$ cat src/design/mcjd_cfg.svh
`ifndef MCJD_CFG_SVH
`define MCJD_CFG_SVH

// ==========================================================================
// Instruction field layout
`define MCJD_INSTR_W 16
`define MCJD_OFF_LSB 0
`define MCJD_OFF_W 5
`define MCJD_SEL_LSB 5
`define MCJD_SEL_W 6
`define MCJD_CREL_OPC_LSB 11
`define MCJD_CREL_OPC 5'h00
`define MCJD_IDF_OPC_LSB 5
`define MCJD_IDF_OPC 11'h1CC
`define MCJD_IDF_TEST_BIT 4
`define MCJD_IDF_JREG_BIT 3
`define MCJD_IDF_TAIL 3'h5
`define MCJD_IDR_OPC_LSB 6
`define MCJD_IDR_OPC 10'h0BD
`define MCJD_IDR_TEST_BIT 5

// ==========================================================================
// Branch test select codes
`define MCJD_C_FLAG_LO 6'h00
`define MCJD_C_FLAG_HI 6'h10
`define MCJD_C_TC 6'h20
`define MCJD_C_START_LO 6'h24
`define MCJD_C_START_HI 6'h25
`define MCJD_C_SCV_LO 6'h26
`define MCJD_C_SCS_LO 6'h29
`define MCJD_C_SCV_HI 6'h2C
`define MCJD_C_ALU_DONE 6'h2F
`define MCJD_C_BOOST_HI 6'h30
`define MCJD_C_BOOST_LO 6'h31
`define MCJD_C_CUR_HI 6'h32
`define MCJD_C_CUR_LO 6'h38
`define MCJD_C_OWN_HI 6'h3E
`define MCJD_C_OWN_LO 6'h3F

// ==========================================================================
// Source counts and reset values
`define MCJD_NUM_FLAGS 16
`define MCJD_NUM_TC 4
`define MCJD_NUM_SC 3
`define MCJD_NUM_CUR 6
`define MCJD_ADDR_W 10
`define MCJD_PC_RST 1'b0

`endif

$ cat src/design/mcjd_pkg.sv
package mcjd_pkg;
	// Decoded instruction kind, one-hot.
	typedef enum logic [3:0] {
		MCJD_KIND_NONE = 4'b0001,
		MCJD_KIND_CREL = 4'b0010,
		MCJD_KIND_IDF = 4'b0100,
		MCJD_KIND_IDR = 4'b1000
	} mcjd_kind_t;

	typedef logic [5:0] mcjd_sel_t;
endpackage

$ cat src/design/mcjd_cond_mux.sv
`timescale 1ns/1ps
`default_nettype none
`include "mcjd_cfg.svh"

module mcjd_cond_mux
	import mcjd_pkg::*;
(
	input wire mcjd_sel_t i_sel,
	input wire logic [15:0] i_flag,
	input wire logic [3:0] i_terminal_count,
	input wire logic i_start,
	input wire logic [2:0] i_shortcut_drain,
	input wire logic [2:0] i_shortcut_source,
	input wire logic i_alu_done,
	input wire logic i_boost_voltage,
	input wire logic [5:0] i_current_fb,
	input wire logic i_own_current_fb,
	output logic o_cond
);
	logic [63:0] cond_vec;

	// ======================================================================
	// Condition table, one entry per select code
	genvar g;
	generate
		for (g = 0; g < 16; g++) begin : g_tab
			assign cond_vec[`MCJD_C_FLAG_LO + g] = ~i_flag[g];
			assign cond_vec[`MCJD_C_FLAG_HI + g] = i_flag[g];
			if (g < `MCJD_NUM_TC) begin : g_tc
				assign cond_vec[`MCJD_C_TC + g] = i_terminal_count[g];
			end
			if (g < `MCJD_NUM_SC) begin : g_sc
				assign cond_vec[`MCJD_C_SCV_LO + g] = ~i_shortcut_drain[g];
				assign cond_vec[`MCJD_C_SCS_LO + g] = ~i_shortcut_source[g];
				assign cond_vec[`MCJD_C_SCV_HI + g] = i_shortcut_drain[g];
			end
			if (g < `MCJD_NUM_CUR) begin : g_cur
				assign cond_vec[`MCJD_C_CUR_HI + g] = i_current_fb[g];
				assign cond_vec[`MCJD_C_CUR_LO + g] = ~i_current_fb[g];
			end
		end
	endgenerate

	assign cond_vec[`MCJD_C_START_LO] = ~i_start;
	assign cond_vec[`MCJD_C_START_HI] = i_start;
	assign cond_vec[`MCJD_C_ALU_DONE] = i_alu_done;
	assign cond_vec[`MCJD_C_BOOST_HI] = i_boost_voltage;
	assign cond_vec[`MCJD_C_BOOST_LO] = ~i_boost_voltage;
	assign cond_vec[`MCJD_C_OWN_HI] = i_own_current_fb;
	assign cond_vec[`MCJD_C_OWN_LO] = ~i_own_current_fb;

	assign o_cond = cond_vec[i_sel];
endmodule

`default_nettype wire

$ cat src/design/mcjd_decode.sv
// Overview of operation
// - Relative conditional jump loads the PC with the relative target when its test holds.
// - Relative target is instruction address plus signed 5-bit offset, -16 to 15.
// - Select codes 0x00-0x0F test flags low, 0x10-0x1F test flags high.
// - Codes 0x20-0x23 terminal counts, 0x24/0x25 start low/high, 0x26-0x28 drain low.
// - Codes 0x29-0x2B test source feedback low, 0x2C-0x2E drain feedback high.
// - Code 0x2F tests that the arithmetic unit finished the issued request.
// - Codes 0x30/0x31 boost high/low, 0x32-0x37 currents high, 0x38-0x3D low.
// - Code 0x3E tests own current feedback high, 0x3F tests it low.
// - Relative conditional jump has bits 15:11 zero, select 10:5, offset 4:0.
// - Far core jump loads the PC from the selected jump register when test holds.
// - One selector bit picks a jump register holding any absolute address.
// - Core test value 0 matches core 0, value 1 matches core 1.
// - Far core jump: bits 15:5 00111001100, test bit 4, register bit 3, tail 101.
// - Relative core jump goes to instruction address plus signed offset when test holds.
// - Relative core jump: bits 15:6 0010111101, test bit 5, offset 4:0.
`timescale 1ns/1ps
`default_nettype none
`include "mcjd_cfg.svh"

module mcjd_decode
	import mcjd_pkg::*;
#(
	parameter int ADDR_W = `MCJD_ADDR_W
) (
	input wire logic i_ref_clk,
	input wire logic i_nrst,
	input wire logic i_clk_en,
	input wire logic i_instr_valid,
	input wire logic [15:0] i_instr,
	input wire logic [ADDR_W-1:0] i_instr_addr,
	input wire logic i_core_id,
	input wire logic [ADDR_W-1:0] i_jump_reg_zero,
	input wire logic [ADDR_W-1:0] i_jump_reg_one,
	input wire logic [15:0] i_flag,
	input wire logic [3:0] i_terminal_count,
	input wire logic i_start,
	input wire logic [2:0] i_shortcut_drain,
	input wire logic [2:0] i_shortcut_source,
	input wire logic i_alu_done,
	input wire logic i_boost_voltage,
	input wire logic [5:0] i_current_fb,
	input wire logic i_own_current_fb,
	output logic o_pc_load,
	output logic [ADDR_W-1:0] o_next_pc,
	output logic o_jump_taken,
	output logic o_decoded,
	output logic o_cond_met
);
	// ======================================================================
	// Field extraction
	mcjd_kind_t kind;
	mcjd_sel_t sel;
	logic [4:0] offset;
	logic [ADDR_W-1:0] rel_target;
	logic [ADDR_W-1:0] seq_target;
	logic [ADDR_W-1:0] far_target;
	logic cond_sel;
	logic idf_match;
	logic idr_match;
	logic accept;
	logic next_taken;
	logic next_cond;
	logic [ADDR_W-1:0] next_pc;

	assign accept = i_clk_en && i_instr_valid;
	assign sel = i_instr[`MCJD_SEL_LSB +: `MCJD_SEL_W];
	assign offset = i_instr[`MCJD_OFF_LSB +: `MCJD_OFF_W];

	// The offset is sign-extended so that backward loops wrap correctly.
	assign rel_target = i_instr_addr + {{(ADDR_W-5){offset[4]}}, offset};
	assign seq_target = i_instr_addr + ADDR_W'(1);
	// The selected register is used whole: any absolute address is reachable.
	assign far_target = i_instr[`MCJD_IDF_JREG_BIT] ? i_jump_reg_one : i_jump_reg_zero;

	// ======================================================================
	// Opcode decode
	always_comb begin
		if (i_instr[15:`MCJD_CREL_OPC_LSB] == `MCJD_CREL_OPC) begin
			kind = MCJD_KIND_CREL;
		end else if (i_instr[15:`MCJD_IDF_OPC_LSB] == `MCJD_IDF_OPC &&
				i_instr[2:0] == `MCJD_IDF_TAIL) begin
			kind = MCJD_KIND_IDF;
		end else if (i_instr[15:`MCJD_IDR_OPC_LSB] == `MCJD_IDR_OPC) begin
			kind = MCJD_KIND_IDR;
		end else begin
			kind = MCJD_KIND_NONE;
		end
	end

	// ======================================================================
	// Condition evaluation
	mcjd_cond_mux u_mux (
		.i_sel(sel),
		.i_flag(i_flag),
		.i_terminal_count(i_terminal_count),
		.i_start(i_start),
		.i_shortcut_drain(i_shortcut_drain),
		.i_shortcut_source(i_shortcut_source),
		.i_alu_done(i_alu_done),
		.i_boost_voltage(i_boost_voltage),
		.i_current_fb(i_current_fb),
		.i_own_current_fb(i_own_current_fb),
		.o_cond(cond_sel)
	);

	// Core identity: the test bit must equal the number of the executing core.
	assign idf_match = (i_instr[`MCJD_IDF_TEST_BIT] == i_core_id);
	assign idr_match = (i_instr[`MCJD_IDR_TEST_BIT] == i_core_id);

	always_comb begin
		next_cond = 1'b0;
		next_pc = seq_target;
		case (kind)
			MCJD_KIND_CREL: begin
				next_cond = cond_sel;
				if (cond_sel) begin
					next_pc = rel_target;
				end
			end
			MCJD_KIND_IDF: begin
				next_cond = idf_match;
				if (idf_match) begin
					next_pc = far_target;
				end
			end
			MCJD_KIND_IDR: begin
				next_cond = idr_match;
				if (idr_match) begin
					next_pc = rel_target;
				end
			end
			default: begin
				next_cond = 1'b0;
				next_pc = seq_target;
			end
		endcase
	end

	assign next_taken = next_cond && (kind != MCJD_KIND_NONE);

	// ======================================================================
	// Result registers
	// The pulse holds while the clock enable is low, so a stalled core keeps its result.
	always_ff @(posedge i_ref_clk) begin
		if (!i_nrst) begin
			o_pc_load <= 1'b0;
		end else if (i_clk_en) begin
			o_pc_load <= i_instr_valid;
		end
	end

	always_ff @(posedge i_ref_clk) begin
		if (!i_nrst) begin
			o_next_pc <= {ADDR_W{`MCJD_PC_RST}};
		end else if (accept) begin
			o_next_pc <= next_pc;
		end
	end

	always_ff @(posedge i_ref_clk) begin
		if (!i_nrst) begin
			o_jump_taken <= 1'b0;
			o_decoded <= 1'b0;
			o_cond_met <= 1'b0;
		end else if (accept) begin
			o_jump_taken <= next_taken;
			o_decoded <= (kind != MCJD_KIND_NONE);
			o_cond_met <= next_cond;
		end
	end

	logic crel_req;
	logic idf_req;
	logic idr_req;
	logic other_req;
	assign crel_req = accept && (i_instr[15:11] == 5'h00);
	assign idf_req = accept && (i_instr[15:5] == 11'h1CC) && (i_instr[2:0] == 3'h5);
	assign idr_req = accept && (i_instr[15:6] == 10'h0BD);
	assign other_req = accept && !crel_req && !idf_req && !idr_req;
endmodule

`default_nettype wire

$ cat config.mk
export PLATFORM = sky130hd
export DESIGN_NAME = mcjd_decode
export DESIGN_NICKNAME = d
export VERILOG_FILES = /design/src/design/mcjd_pkg.sv /design/src/design/mcjd_cond_mux.sv /design/src/design/mcjd_decode.sv
export VERILOG_INCLUDE_DIRS = /design/src /design/src/design
export SDC_FILE = /design/constraint.sdc
export NUM_CORES = 1
export LEC_CHECK = 0
export BUFFER_PORTS_ARGS = -buffer_cell sky130_fd_sc_hd__buf_2
export CAP_MARGIN = 20
export CORE_ASPECT_RATIO = 1.1
export CORE_MARGIN = 1.5
export CORE_UTILIZATION = 53
export CTS_CLUSTER_DIAMETER = 120
export DETAILED_ROUTE_END_ITERATION = 10
export GPL_TIMING_DRIVEN = 0
export PLACE_DENSITY_LB_ADDON = 0.15
export SLEW_MARGIN = 20
export SYNTH_ARGS = -nofsm -noshare
export SYNTH_HDL_FRONTEND = slang
export SYNTH_SLANG_ARGS = --single-unit
$ cat constraint.sdc
create_clock -name i_ref_clk -period 3.4 [get_ports i_ref_clk]
set_clock_uncertainty 0.05 [all_clocks]
set_input_delay 0.17 -clock i_ref_clk [delete_from_list [all_inputs] [get_ports i_ref_clk]]
set_output_delay 0.17 -clock i_ref_clk [all_outputs]
set_load 0.01 [all_outputs]
* Word-level counts from Yosys, hierarchy flattened
Cells that the tools add are included.
Cells by class: add/sub/neg operators 2, multipliers 0, div/mod/pow operators 0, order comparisons 1, equality and inequality tests 9, shifts and indexed selects 0, multiplexer cells 11, bitwise logic cells 31, reductions and logical operators 4
Operators by type and width (number):
- $mux 10 | 4
- $not 1->1 | 31
- $pmux 10 s3 | 1
- $mux 4 | 3
- $eq 11x9->1 const B | 1
- $add 10x1->10 const B | 1
- $add 10x10->10 | 1
- $eq 10x8->1 const B | 1
- $lt 6x7->1 const B | 1
- $bmux 1 s6 | 1
- $logic_not 5->1 | 1
- $eq 4x2->1 const B | 1
- $eq 4x3->1 const B | 1
- $eq 4x4->1 const B | 1
- $ne 4x1->1 const B | 1
- $eq 3x3->1 const B | 1
- $logic_and 1x1->1 | 3
- $pmux 1 s3 | 1
- $eq 1x1->1 | 2
- $mux 1 | 1
Storage, ports and cells: register bits 14, bits in latches 0, bits in writable memories 0, memory bits (read-only) 0, output and inout port bits 14, logic and storage cells 63, memories kept 0

* Logic depth before layout (Yosys ltp)
Gate-level depths: netlist of the first run.
word-level depth 7, depth in mapped cells 11, mapped depth without buffers 9

* Modules after synthesis
A second synthesis of the first run with hierarchy kept.
Second synthesis, totals: cell total of the unflattened synthesis 243, area total of the unflattened synthesis 1973.1 um2
By module, submodules not included:
- mcjd_decode | instances 1, cells an instance 181, area each 1468.9 um2, sequential area each 280.3 um2
- mcjd_cond_mux | instances 1, cells an instance 62, area each 504.2 um2, sequential area each 0.0 um2

* Worst setup path before layout of the first run
No wires, ideal clock.
path type input -> register, from input i_instr[7], to register o_next_pc[8], data arrival time 2.285 ns, slack 0.986 ns, stages 9, path buffers 2, path through buf_6 > mux4_2 > mux2i_1 > mux2_1 > or2_1 > buf_4 > nor3_4 > mux2_4 > a211oi_2
On the way: word-level cells in the longest chain between the ends 6, elaborated cells between the ends (all ways) 13
Ends and longest elaborated chain:
- start, declared | line mcjd_decode.sv:30 | input wire logic [15:0] i_instr,
- $eq 10x8->1 or $eq 11x9->1 (tied branches)
- $mux 4 or $logic_and 1x1->1 (tied branches)
- $mux 4 | line mcjd_decode.sv:81 | end else if (i_instr[15:`MCJD_IDF_OPC_LSB] == `MCJD_IDF_OPC &&
- $mux 4 | line mcjd_decode.sv:79 | if (i_instr[15:`MCJD_CREL_OPC_LSB] == `MCJD_CREL_OPC) begin
- $eq 4x4->1 (tied with other cells) | line mcjd_decode.sv:114 | case (kind)
- $pmux 10 s3 * | line mcjd_decode.sv:114
- end signal, assigned | line mcjd_decode.sv:155 | o_next_pc <= {ADDR_W{`MCJD_PC_RST}};
- end signal, assigned | line mcjd_decode.sv:157 | o_next_pc <= next_pc;
- end, declared | line mcjd_decode.sv:45 | output logic [ADDR_W-1:0] o_next_pc,
Mark *: on every way between the ends. The rest lies on a longest branch, timed or not. The select of a mux whose other input is x is not followed. A chain may end at the register's enable or synchronous reset.

* Worst setup path in the final report of the first run
Ends and elaborated chain as after synthesis.

==> results of run 1 <==
worst max-delay path: cells and delay by family:
family | cells | cell delay, ns
buffers and inverters | 2 | 0.30
muxes | 4 | 1.37
AOI/OAI and AO/OA | 1 | 0.18
and+or+nand+nor | 2 | 0.48
layout by cell type, fill, tap and decap left out, types with 4 or more instances in the layout:
master | synthesis | routed
a31oi_1 | 6 | 6
ha_1 | 10 | 10
nor4_1 | 8 | 8
xor2_1 | 11 | 11
mux2i_1 | 13 | 13
nand2_1 | 35 | 35
nor3_1 | 7 | 7
o2111ai_1 | 8 | 8
o31ai_1 | 5 | 5
o22ai_1 | 4 | 4
nor2_1 | 13 | 13
or2_2 | 5 | 5
o211ai_1 | 8 | 8
buf_2 | 6 | 101
mux4_2 | 7 | 7
mux2_2 | 6 | 6
clkbuf_1 | 9 | 9
nand4_1 | 7 | 7
o31a_1 | 4 | 4
nand3_1 | 16 | 16
inv_1 | 7 | 7
and3_1 | 4 | 4
o21ai_0 | 21 | 21
a21oi_1 | 15 | 15
clkbuf_8 | 0 | 4
dfxtp_1 | 14 | 14
xnor2_1 | 8 | 8
power breakdown:
part	switching (mW)	internal (mW)	leakage [nW]
registers	0.00419	0.173	0.115
clock network	0.0589	0.103	0.0288
logic	0.216	0.165	1.17
total	0.279	0.441	1.32
per-stage QoR:
stage / hold slack (ns) / instances
final: 0.164 / 466
after global routing: 0.179 / 466
after CTS: 0.163 / 466
after detailed placement: 0.418 / 462
after global placement: 0.402 / 462
after floorplan: 0.308 / 313
registers in the layout (all words and copies together) (netlist names):
name / cells
o_jump_taken: 1
o_decoded: 1
o_cond_met: 1
o_pc_load: 1
o_next_pc: 10
routing by layer:
layer | vias to the layer above | track usage, % | wire length, microns
met5 | - | 0 | 0
met4 | 0 | 6.58 | 108
met3 | 17 | 3.83 | 513
met2 | 138 | 58.2 | 3900
met1 | 1348 | 36.9 | 3230
li1 | 1438 | - | -
cells by family (layout without fill, tap and decap cells):
logic type               Yosys count  in the layout  synth area share [%]
adder cells (fa/ha/maj)           11             11                  6.01
XOR/XNOR                          19             19                  6.89
buffers and inverters             27            126                  5.80
multiplexers                      28             28                  15.8
AND/OR/NAND/NOR                  115            115                  25.1
AO/OA/AOI/OAI                     99             99                  28.8
flip-flops                        14             14                  11.6
layout make-up:
class | instances | area [sq um] | share of cell area [%]
inverter | 7 | 26.3 | 0.872
clock buffer | 4 | 55.1 | 1.83
timing repair buffer | 95 | 475 | 15.8
buffer | 20 | 114 | 3.78
multi-input combinational | 272 | 2000 | 66.2
tap | 54 | 67.6 | 2.24
sequential | 14 | 280 | 9.30
worst min-delay path by stage:
| stage | cells past startpoint | end | slack (ns) | start |
|---|---|---|---|---|
| floorplan | 2 | o_pc_load | 0.31 | i_clk_en |
| global placement | 2 | o_cond_met | 0.40 | o_cond_met |
| detailed placement | 2 | o_pc_load | 0.42 | o_pc_load |
| CTS | 3 | o_pc_load | 0.16 | i_clk_en |
| global route | 3 | o_pc_load | 0.18 | i_clk_en |
| finish | 3 | o_pc_load | 0.16 | i_clk_en |
==> results by group, run 1 <==
Outcome
  – Status: finished, final reports clean

Synthesis
  – Yosys warnings: 0
  – Most area-consuming cells after synthesis: dfxtp_1 (12%), mux4_2 (6.5%), nand2_1 (5.4%)
  – Synth Net Count: 411
  – EDFF count, synth: 0
  – Syn Inst Count: 313
  – Netlist cell types: 65
  – Synth Cell Area: 2420 sq um
  – Sequential area share after synthesis: 11.6%
  – Post-synth top flop: dfxtp_1
  – Flops & latches, synth: 14
  – Most used standard cell by instance count after synthesis: nand2_1
  – Top cells by count, synth: nand2_1 (35), o21ai_0 (21), nand3_1 (16)
  – Yosys top cell area share: 11.6%
  – Post-synth ARST share: 0%
  – Syn_area_per_cell: 7.72 sq um
  – Area leader, netlist: dfxtp_1

Placed design
  – Global placement routability congestion: 0.920
  – Dpl ws: 0.739 ns
  – I/O Buffers: 95
  – DP Area: 2960 sq um
  – DP HPWL: 6330 microns

Floorplan
  – Die Ht: 73.8 microns
  – Area of the die: 4970 sq um
  – Core area: 4350 sq um
  – Chip width: 67.4 microns
  – I/O Pins: 101
  – Initial core utilization: 55.6%
  – Row count: 25

Timing
  – Least-Margin Pin Slew: 0.822 ns
  – PnR worst setup slack: 1.01 ns
  – Tcrit/Tclk final: 70.4%
  – Max-slew violation count: 0
  – Worst rel slew slack: 44.8%
  – Fin crit period: 2.39 ns
  – Total negative slack: 0 ns
  – Final setup viols: 0
  – Achievable Freq: 418 MHz
  – Hold Fails Final Rpt: 0
  – RSZ-0062 raised after global routing: false

Clocking
  – Reg clk slew, reported paths: 0.05 ns
  – Insertion delay to the later sink of the worst-skew pair: 0.25 ns
  – Htree depth: 1
  – Clock Tree Buf Depth: 2
  – Clock tree sinks: 14
  – Root Driver: clkbuf_8
  – Post-CTS Setup Bufs: 0
  – Post-CTS sizing: 0
  – Cts hold-fix bufs: 0
  – CTS tree: yes
  – TritonCTS Buffers: 3

Route
  – Routed WL: 7750 microns
  – Detailed Route Iter0 Violations: 196
  – Routed vias/inst: 6.31
  – Residual DRC: 0
  – DR pass1 iterations: 5
  – Routed Antenna Nets: 0
  – Via count: 2941
  – Routed WL per cell: 16.6 microns

Finish
  – Final instance area: 3010 sq um
  – Final cell utilization of the core: 69.3%
  – Layout cells sized above 1: 32.8%
  – Ant. Diodes: 0
  – Syn-to-layout area delta: 24.8%
  – Layout fillers: 382
  – Final #Nets: 511

GRT
  – Total grt overflow: 0
  – First-pass GRT wire length: 11700 microns
  – Initial antenna violation count: 0
  – Overall routing resource usage: 31.0%
  – Maximum number of pins on one net before global-route repair: 11
  – Vias in the first global route: 2578

Setup path
  – Critical path capture point type: flip-flop
  – Slowest-stage cell, CP: mux4_2
  – Worst reg-to-reg setup slack: 2.29 ns
  – CP peak stage delay: 0.50 ns
  – CP Launch Type: input pin
  – Reg-to-reg startpoint: o_next_pc[9]
  – Crit path capture: o_next_pc[8]
  – Crit-path cells: buf_6, mux4_2, mux2i_1, mux2_1, or2_1, buf_4, nor3_4, mux2_4, a211oi_2
  – Worst-path fanout max: 10
  – Critical Path Start: i_instr[7]
  – WS Path Type: in2reg
  – Worst EP required: 3.52 ns
  – Reg-to-reg critical path endpoint: o_next_pc[9]
  – Worst EP arrival: 2.51 ns
  – Cell count of the worst reg-to-reg path: 3

Worst hold path
  – HP Class: in2reg

Power
  – P_leak: 1.32 nW
  – PwrDens: 239 nW/um^2
  – Max VDD drop: 0.000177 V
  – Total power: 720 uW

Flow run
  – Max-cap violations: 0
No activity file was read; power rests on OpenSTA's default activity.
==> run 2, diff against run 1 <==
- ABC_AREA: not set -> 1
- CORE_UTILIZATION: 53 -> 45
- clock period: 3.4 -> 2 ns (I/O delays scaled with it)
==> run 2 against run 1 <==
Effect of this change:
- utilization fell by 11 points
- via count rose by 9.3%
- cell count rose by 38%
- routed wire length fell by 5.5%
- power rose by 62%
- cell area rose by 3.6%
- register-to-register slack got worse by 0.99 ns
- area after synthesis rose by 2.5%
- count of clock-buffer cells in the layout did not move
- first-iteration DRC count fell by 23%
- largest power group unchanged
- highest routed layer unchanged
==> results by group, run 2 <==
Placed design
  – DP Area: 3070 sq um (+3.6%)
  – Global placement routability congestion: 0.954 (+3.7%)
  – Dpl ws: -0.0359 ns (-0.775 ns)
  – I/O Buffers: 99 (+4.2%)
  – Cells after DPL: 638 (+38%)
  – DP HPWL: 6050 microns (-4.4%)

Synthesis
  – Flops & latches, synth: 14 (unchanged)
  – Top cells by count, synth: nand2_1 (171), nand3_1 (61), inv_1 (48)
  – Yosys top cell area share: 25.9% (+14 points)
  – Post-synth top flop: dfxtp_1
  – Synth Net Count: 562 (+37%)
  – Syn Inst Count: 464 (+48%)
  – Syn_area_per_cell: 5.34 sq um (-31%)
  – Sequential area share after synthesis: 11.3% (-0.29 points)
  – EDFF count, synth: 0 (unchanged)
  – Netlist cell types: 41 (-37%)
  – Most area-consuming cells after synthesis: nand2_1 (26%), nand3_1 (12%), dfxtp_1 (11%)
  – Most used standard cell by instance count after synthesis: nand2_1
  – Synth Cell Area: 2480 sq um (+2.5%)
  – Area leader, netlist: nand2_1
  – Yosys warnings: 0 (unchanged)
  – Post-synth ARST share: 0% (unchanged)

Finish
  – Layout cells sized above 1: 23.1% (-9.7 points)
  – Most common cell after layout, fill and taps aside: nand2_1
  – Final instance area: 3120 sq um (+3.6%)
  – Layout fillers: 576 (+51%)
  – FF/Latch Area: 280 sq um (unchanged)
  – Flip-flop count of the largest register after layout: 10 (unchanged)
  – Syn-to-layout area delta: 26.0%
  – Final cell utilization of the core: 58.2% (-11 points)
  – Most frequent cells in the layout: nand2_1 (171), buf_2 (101), nand3_1 (61), inv_1 (48), nor2_1 (34)
  – Ant. Diodes: 0 (unchanged)
  – Area of the multi-input gates: 1890 sq um (-5.2%)
  – Cell Count, Final, Fillers Out: 642 (+38%)
  – Final #Nets: 666 (+30%)
  – Biggest register: o_next_pc

Clocking
  – Cts hold-fix bufs: 0 (unchanged)
  – Insertion delay to the later sink of the worst-skew pair: 0.24 ns (about the same)
  – Reg clk slew, reported paths: 0.06 ns (about the same)
  – Post-CTS sizing: 0 (unchanged)
  – Htree depth: 1 (unchanged)
  – Clock tree sinks: 14 (unchanged)
  – Clock Tree Buf Depth: 2 (unchanged)
  – TritonCTS Buffers: 3 (unchanged)
  – CTS tree: yes
  – Post-CTS Setup Bufs: 0 (unchanged)
  – Root Driver: clkbuf_8

Setup path
  – Buf/Inv on CP: 1 (-1)
  – Slowest-stage cell, CP: ha_1
  – CP peak stage delay: 0.38 ns (-0.12 ns)
  – CP Launch Type: input pin
  – Worst path most repeated cell: nand2_1
  – Worst-path fanout max: 7 (-3)
  – Critical path capture point type: flip-flop
  – Crit-path cells: buf_2, ha_1, nand2_1, nor2_1, nand2_1, nand3_1, nand3_1, nand2_1, nand2_1, nand2_1, nand2_1, a22oi_1, nand2_1, nand2_1, a21oi_1
  – Worst EP required: 2.06 ns (-1.46 ns)
  – WS Path Type: in2reg
  – Crit path max-delay family: simple AND/OR/NAND/NOR gates
  – Worst EP arrival: 1.85 ns (-0.66 ns)

Floorplan
  – Initial core utilization: 46.2% (-9.3 points)
  – I/O Pins: 101 (unchanged)
  – Area of the die: 5960 sq um (+20%)
  – Core area: 5360 sq um (+23%)
  – Chip width: 73.7 microns (+9.5%)
  – Die Ht: 80.8 microns (+9.5%)
  – Row count: 28 (+12%)

Power
  – P_leak: 1.76 nW (+34%)
  – Max VDD drop: 0.000165 V (-6.6%)
  – PwrDens: 373 nW/um^2 (+56%)
  – Total power: 1.16 mW (+62%)

GRT
  – First-pass GRT wire length: 12100 microns (+3.5%)
  – Overall routing resource usage: 24.6% (-6.4 points)
  – Initial antenna violation count: 0 (unchanged)
  – Vias in the first global route: 2825 (+9.6%)
  – Maximum number of pins on one net before global-route repair: 11 (unchanged)
  – Total grt overflow: 0 (unchanged)

Route
  – Detailed Route Iter0 Violations: 151 (-23%)
  – Via count: 3215 (+9.3%)
  – Routed Antenna Nets: 0 (unchanged)
  – Routed vias/inst: 5.01 (-21%)
  – Routed WL per cell: 11.4 microns (-31%)
  – DR pass1 iterations: 5 (unchanged)
  – Residual DRC: 0 (unchanged)
  – Routed WL: 7320 microns (-5.5%)

Timing
  – Achievable Freq: 559 MHz
  – Least-Margin Pin Slew: 0.450 ns (-0.372 ns)
  – PnR worst setup slack: 0.211 ns (-0.797 ns)
  – Worst rel slew slack: 70.0% (+25 points)
  – Tcrit/Tclk final: 89.5%
  – Final setup viols: 0 (unchanged)
  – Total negative slack: 0 ns (unchanged)
  – Final hold slack: 0.0599 ns (-0.104 ns)
  – RSZ-0062 raised after global routing: false
  – Hold Fails Final Rpt: 0 (unchanged)
  – Fin crit period: 1.79 ns
  – Max-slew violation count: 0 (unchanged)

Flow run
  – Max-cap violations: 0 (unchanged)

Outcome
  – Status: finished, final reports clean

Worst hold path
  – HP Class: in2reg
run 2: cell types whose count changed after synthesis, sizes merged, moves of 6 or more:
cell | previous run | this run
mux2i | 13 | 0
o211ai | 8 | 2
nand3 | 17 | 64
mux2 | 8 | 0
mux4 | 7 | 0
nand2 | 35 | 174
nor2 | 13 | 37
o2111ai | 8 | 0
a21oi | 15 | 31
nor4 | 8 | 1
inv | 7 | 54
run 2: cell type report:
cell class,count,area share [%]
repair buffers,99,15.9
multi-input cells,380,60.6
clock buffers,4,1.76
well taps,75,3.01
flip-flops and latches,14,8.98
inverters,56,6.81
plain buffers,14,2.97
run 2: where the power goes:
group | internal (mW) | switching (mW)
clock network | 0.174 | 0.0960
registers | 0.292 | 0.00664
logic | 0.237 | 0.358
total | 0.703 | 0.461
run 2: path summary, 6_finish.rpt:
check / end / startpoint / slack [ns] / cells after the start
setup / recovery: o_next_pc[7] / i_instr[4] / 0.21 / 15
hold / removal: o_decoded / i_nrst / 0.06 / 3
hold reg to reg: o_next_pc[6] / o_next_pc[6] / 0.41 / 2
setup reg to reg: o_next_pc[7] / o_next_pc[7] / 1.30 / 2
run 2: worst register-to-register path, stage by stage (launching register included):
cell and delay, ns:
dfxtp_1 0.31, a21oi_1 0.13, a21oi_1 0.08
run 2: routing by layer:
layer | track usage [%] | routed length [microns] | part of all wire (%) | vias up
li1 | - | - | - | 1712
met1 | 32.4 | 3470 | 47 | 1391
met2 | 44.5 | 3370 | 46 | 106
met3 | 0.620 | 391 | 5.3 | 6
met4 | 4.81 | 84 | 1.1 | 0
met5 | 0 | 0 | 0 | -
run 2: cell families (layout without fill, tap and decap cells):
logic type	Yosys count	after routing	share of synthesized area [%]
AOI/OAI and AO/OA	67	67	15.3
xor gates and xnor gates	13	13	4.60
adders and majority gates	11	11	5.86
buffers and inverters	70	173	12.3
DFF	14	14	11.3
and+or+nand+nor	289	289	50.7
==> run 3, diff against run 2 <==
- PLACE_DENSITY: not set -> 0.78
- PLACE_DENSITY_LB_ADDON: 0.15 -> not set
==> run 3 against run 2 <==
Effect of this change:
- setup slack improved by 0.013 ns
- count of clock-buffer cells in the layout decreased by 1
- critical path depth did not move
- worst hold slack got worse by 0.0010 ns
- power down 2.9%
- clock power fell by 15%
- fmax rose by 0.71%
- cell area fell by 0.20%
- non-clock buffer count did not move
- largest cell class unchanged
==> results by group, run 3 (synthesized netlist as in run 2, its figures left out) <==
Worst hold path
  – HP Class: in2reg
  – Hold path cells: 4 (+1)

GRT
  – Total grt overflow: 0 (unchanged)
  – Maximum number of pins on one net before global-route repair: 11 (unchanged)
  – First-pass GRT wire length: 11900 microns (-2.0%)
  – Initial antenna violation count: 0 (unchanged)
  – Vias in the first global route: 2796 (-1.0%)
  – Overall routing resource usage: 24.6% (+0.039 points)

Timing
  – Achievable Freq: 563 MHz (+0.71%)
  – Final setup viols: 0 (unchanged)
  – RSZ-0062 raised after global routing: false
  – Hold Fails Final Rpt: 0 (unchanged)
  – Max-slew violation count: 0 (unchanged)
  – Worst rel slew slack: 67.9% (-2.1 points)
  – Least-Margin Pin Slew: 0.481 ns (+0.0308 ns)
  – Fin crit period: 1.78 ns (-0.0127 ns)
  – Tcrit/Tclk final: 88.8% (-0.64 points)
  – Total negative slack: 0 ns (unchanged)
  – Final hold slack: 0.0589 ns (-0.00103 ns)

Setup path
  – WS Path Type: in2reg
  – Cell count of the worst reg-to-reg path: 2 (unchanged)
  – Critical Path Start: i_instr_addr[0]
  – Critical path capture point type: flip-flop
  – Reg-to-reg critical path endpoint: o_decoded
  – Crit path capture: o_next_pc[8]
  – Worst EP arrival: 1.85 ns (about the same)
  – Reg-to-reg startpoint: o_decoded
  – Worst reg-to-reg setup slack: 1.29 ns (about the same)
  – CP Launch Type: input pin
  – Worst EP required: 2.07 ns (about the same)
  – Worst-path fanout max: 4 (-3)

Finish
  – Final #Nets: 666 (unchanged)
  – Layout cells sized above 1: 23.1% (+0.041 points)
  – Layout fillers: 573 (-0.52%)
  – Flip-flop count of the largest register after layout: 10 (unchanged)
  – Final instance area: 3120 sq um (-0.20%)
  – Ant. Diodes: 0 (unchanged)
  – Most frequent cells in the layout: nand2_1 (171), buf_2 (101), nand3_1 (61), inv_1 (48), nor2_1 (34)
  – Biggest register: o_next_pc
  – Syn-to-layout area delta: 25.8%
  – Most common cell after layout, fill and taps aside: nand2_1

Clocking
  – Post-CTS sizing: 0 (unchanged)
  – Cts hold-fix bufs: 0 (unchanged)
  – Post-CTS Setup Bufs: 0 (unchanged)
  – Clock tree sinks: 14 (unchanged)
  – TritonCTS Buffers: 3 (unchanged)
  – Clock Tree Buf Depth: 2 (unchanged)
  – CTS tree: yes
  – Reg clk slew, reported paths: 0.05 ns (about the same)
  – Insertion delay to the later sink of the worst-skew pair: 0.25 ns (about the same)
  – Root Driver: clkbuf_8
  – Htree depth: 1 (unchanged)

Power
  – PwrDens: 363 nW/um^2 (-2.7%)
  – Total power: 1.13 mW (-2.9%)
  – Max VDD drop: 0.000155 V (-6.1%)
  – P_leak: 1.76 nW (about the same)

Route
  – Residual DRC: 0 (unchanged)
  – Via count: 3145 (-2.2%)
  – DR pass1 iterations: 4 (-1)
  – Detailed Route Iter0 Violations: 169 (+12%)
  – Routed vias/inst: 4.91 (-2.0%)
  – Routed WL per cell: 11.3 microns (-1.3%)
  – Routed WL: 7220 microns (-1.4%)
  – Routed Antenna Nets: 0 (unchanged)

Floorplan
  – Row count: 28 (unchanged)
  – Chip width: 73.7 microns (unchanged)
  – Core area: 5360 sq um (unchanged)
  – Area of the die: 5960 sq um (unchanged)
  – I/O Pins: 101 (unchanged)
  – Die Ht: 80.8 microns (unchanged)
  – Initial core utilization: 46.2% (unchanged)

Outcome
  – Status: finished, final reports clean

Placed design
  – I/O Buffers: 99 (unchanged)
  – Global placement routability congestion: 0.878 (-7.9%)
  – DP HPWL: 6090 microns (+0.70%)
  – DP Area: 3070 sq um (unchanged)

Flow run
  – Max-cap violations: 0 (unchanged)
## run 3: cell count changes in the layout (fill, tap and decap cells not counted), sizes merged
cell and delta:
clkbuf -1
## run 3: worst min path at each step
| stage | endpoint | start | slack [ns] |
|---|---|---|---|
| 6_report | o_pc_load | i_clk_en | 0.06 |
| 5_1_grt | o_pc_load | i_clk_en | 0.08 |
| 4_1_cts | o_pc_load | i_clk_en | 0.06 |
| 3_5_place_dp | o_decoded | i_nrst | 0.32 |
| 3_3_place_gp | o_decoded | i_nrst | 0.31 |
| 2_1_floorplan | o_decoded | i_nrst | 0.19 |
## run 3: critical path, stage by stage
cell,delay [ns]
buf_2,0.12
ha_1,0.22
fa_1,0.22
nand3_1,0.07
nand2_1,0.12
nand3_1,0.10
or2_2,0.29
nand2_1,0.07
nand2_1,0.04
nand2_1,0.09
nand2_1,0.06
a21oi_1,0.14
nand2_1,0.07
nand2_1,0.06
a21oi_1,0.05
## run 3: cell type report
class	instances	area, sq um	share of cell area, %
buffer	14	92.6	2.97
timing repair buffer	99	495	15.9
clock buffer	3	41.3	1.33
inverter	56	213	6.83
tap	75	93.8	3.01
multi-input combinational	380	1900	61.0
sequential	14	280	9.00
## run 3: report_power, final
group | internal, mW | switching [mW]
Combinational | 0.239 | 0.363
Clock | 0.133 | 0.0959
Sequential | 0.292 | 0.00625
## run 3: routing by layer
metal / GRT usage (%) / vias to the layer above / share of wire, %
met3: 1.61 / 7 / 4.0
met5: 0 / - / 0
met1: 33.0 / 1343 / 49
met4: 6.48 / 0 / 1.2
met2: 42.3 / 79 / 45
li1: - / 1716 / -
## run 3: through the flow
step / setup WS [ns] / util, % / instances
2_1_floorplan: 0.321 / - / 464
3_3_place_gp: -0.0146 / 57.2 / 638
3_5_place_dp: -0.0431 / 57.2 / 638
4_1_cts: 0.211 / 58.0 / 641
5_1_grt: 0.0146 / 58.1 / 641
6_report: 0.223 / 58.1 / 641
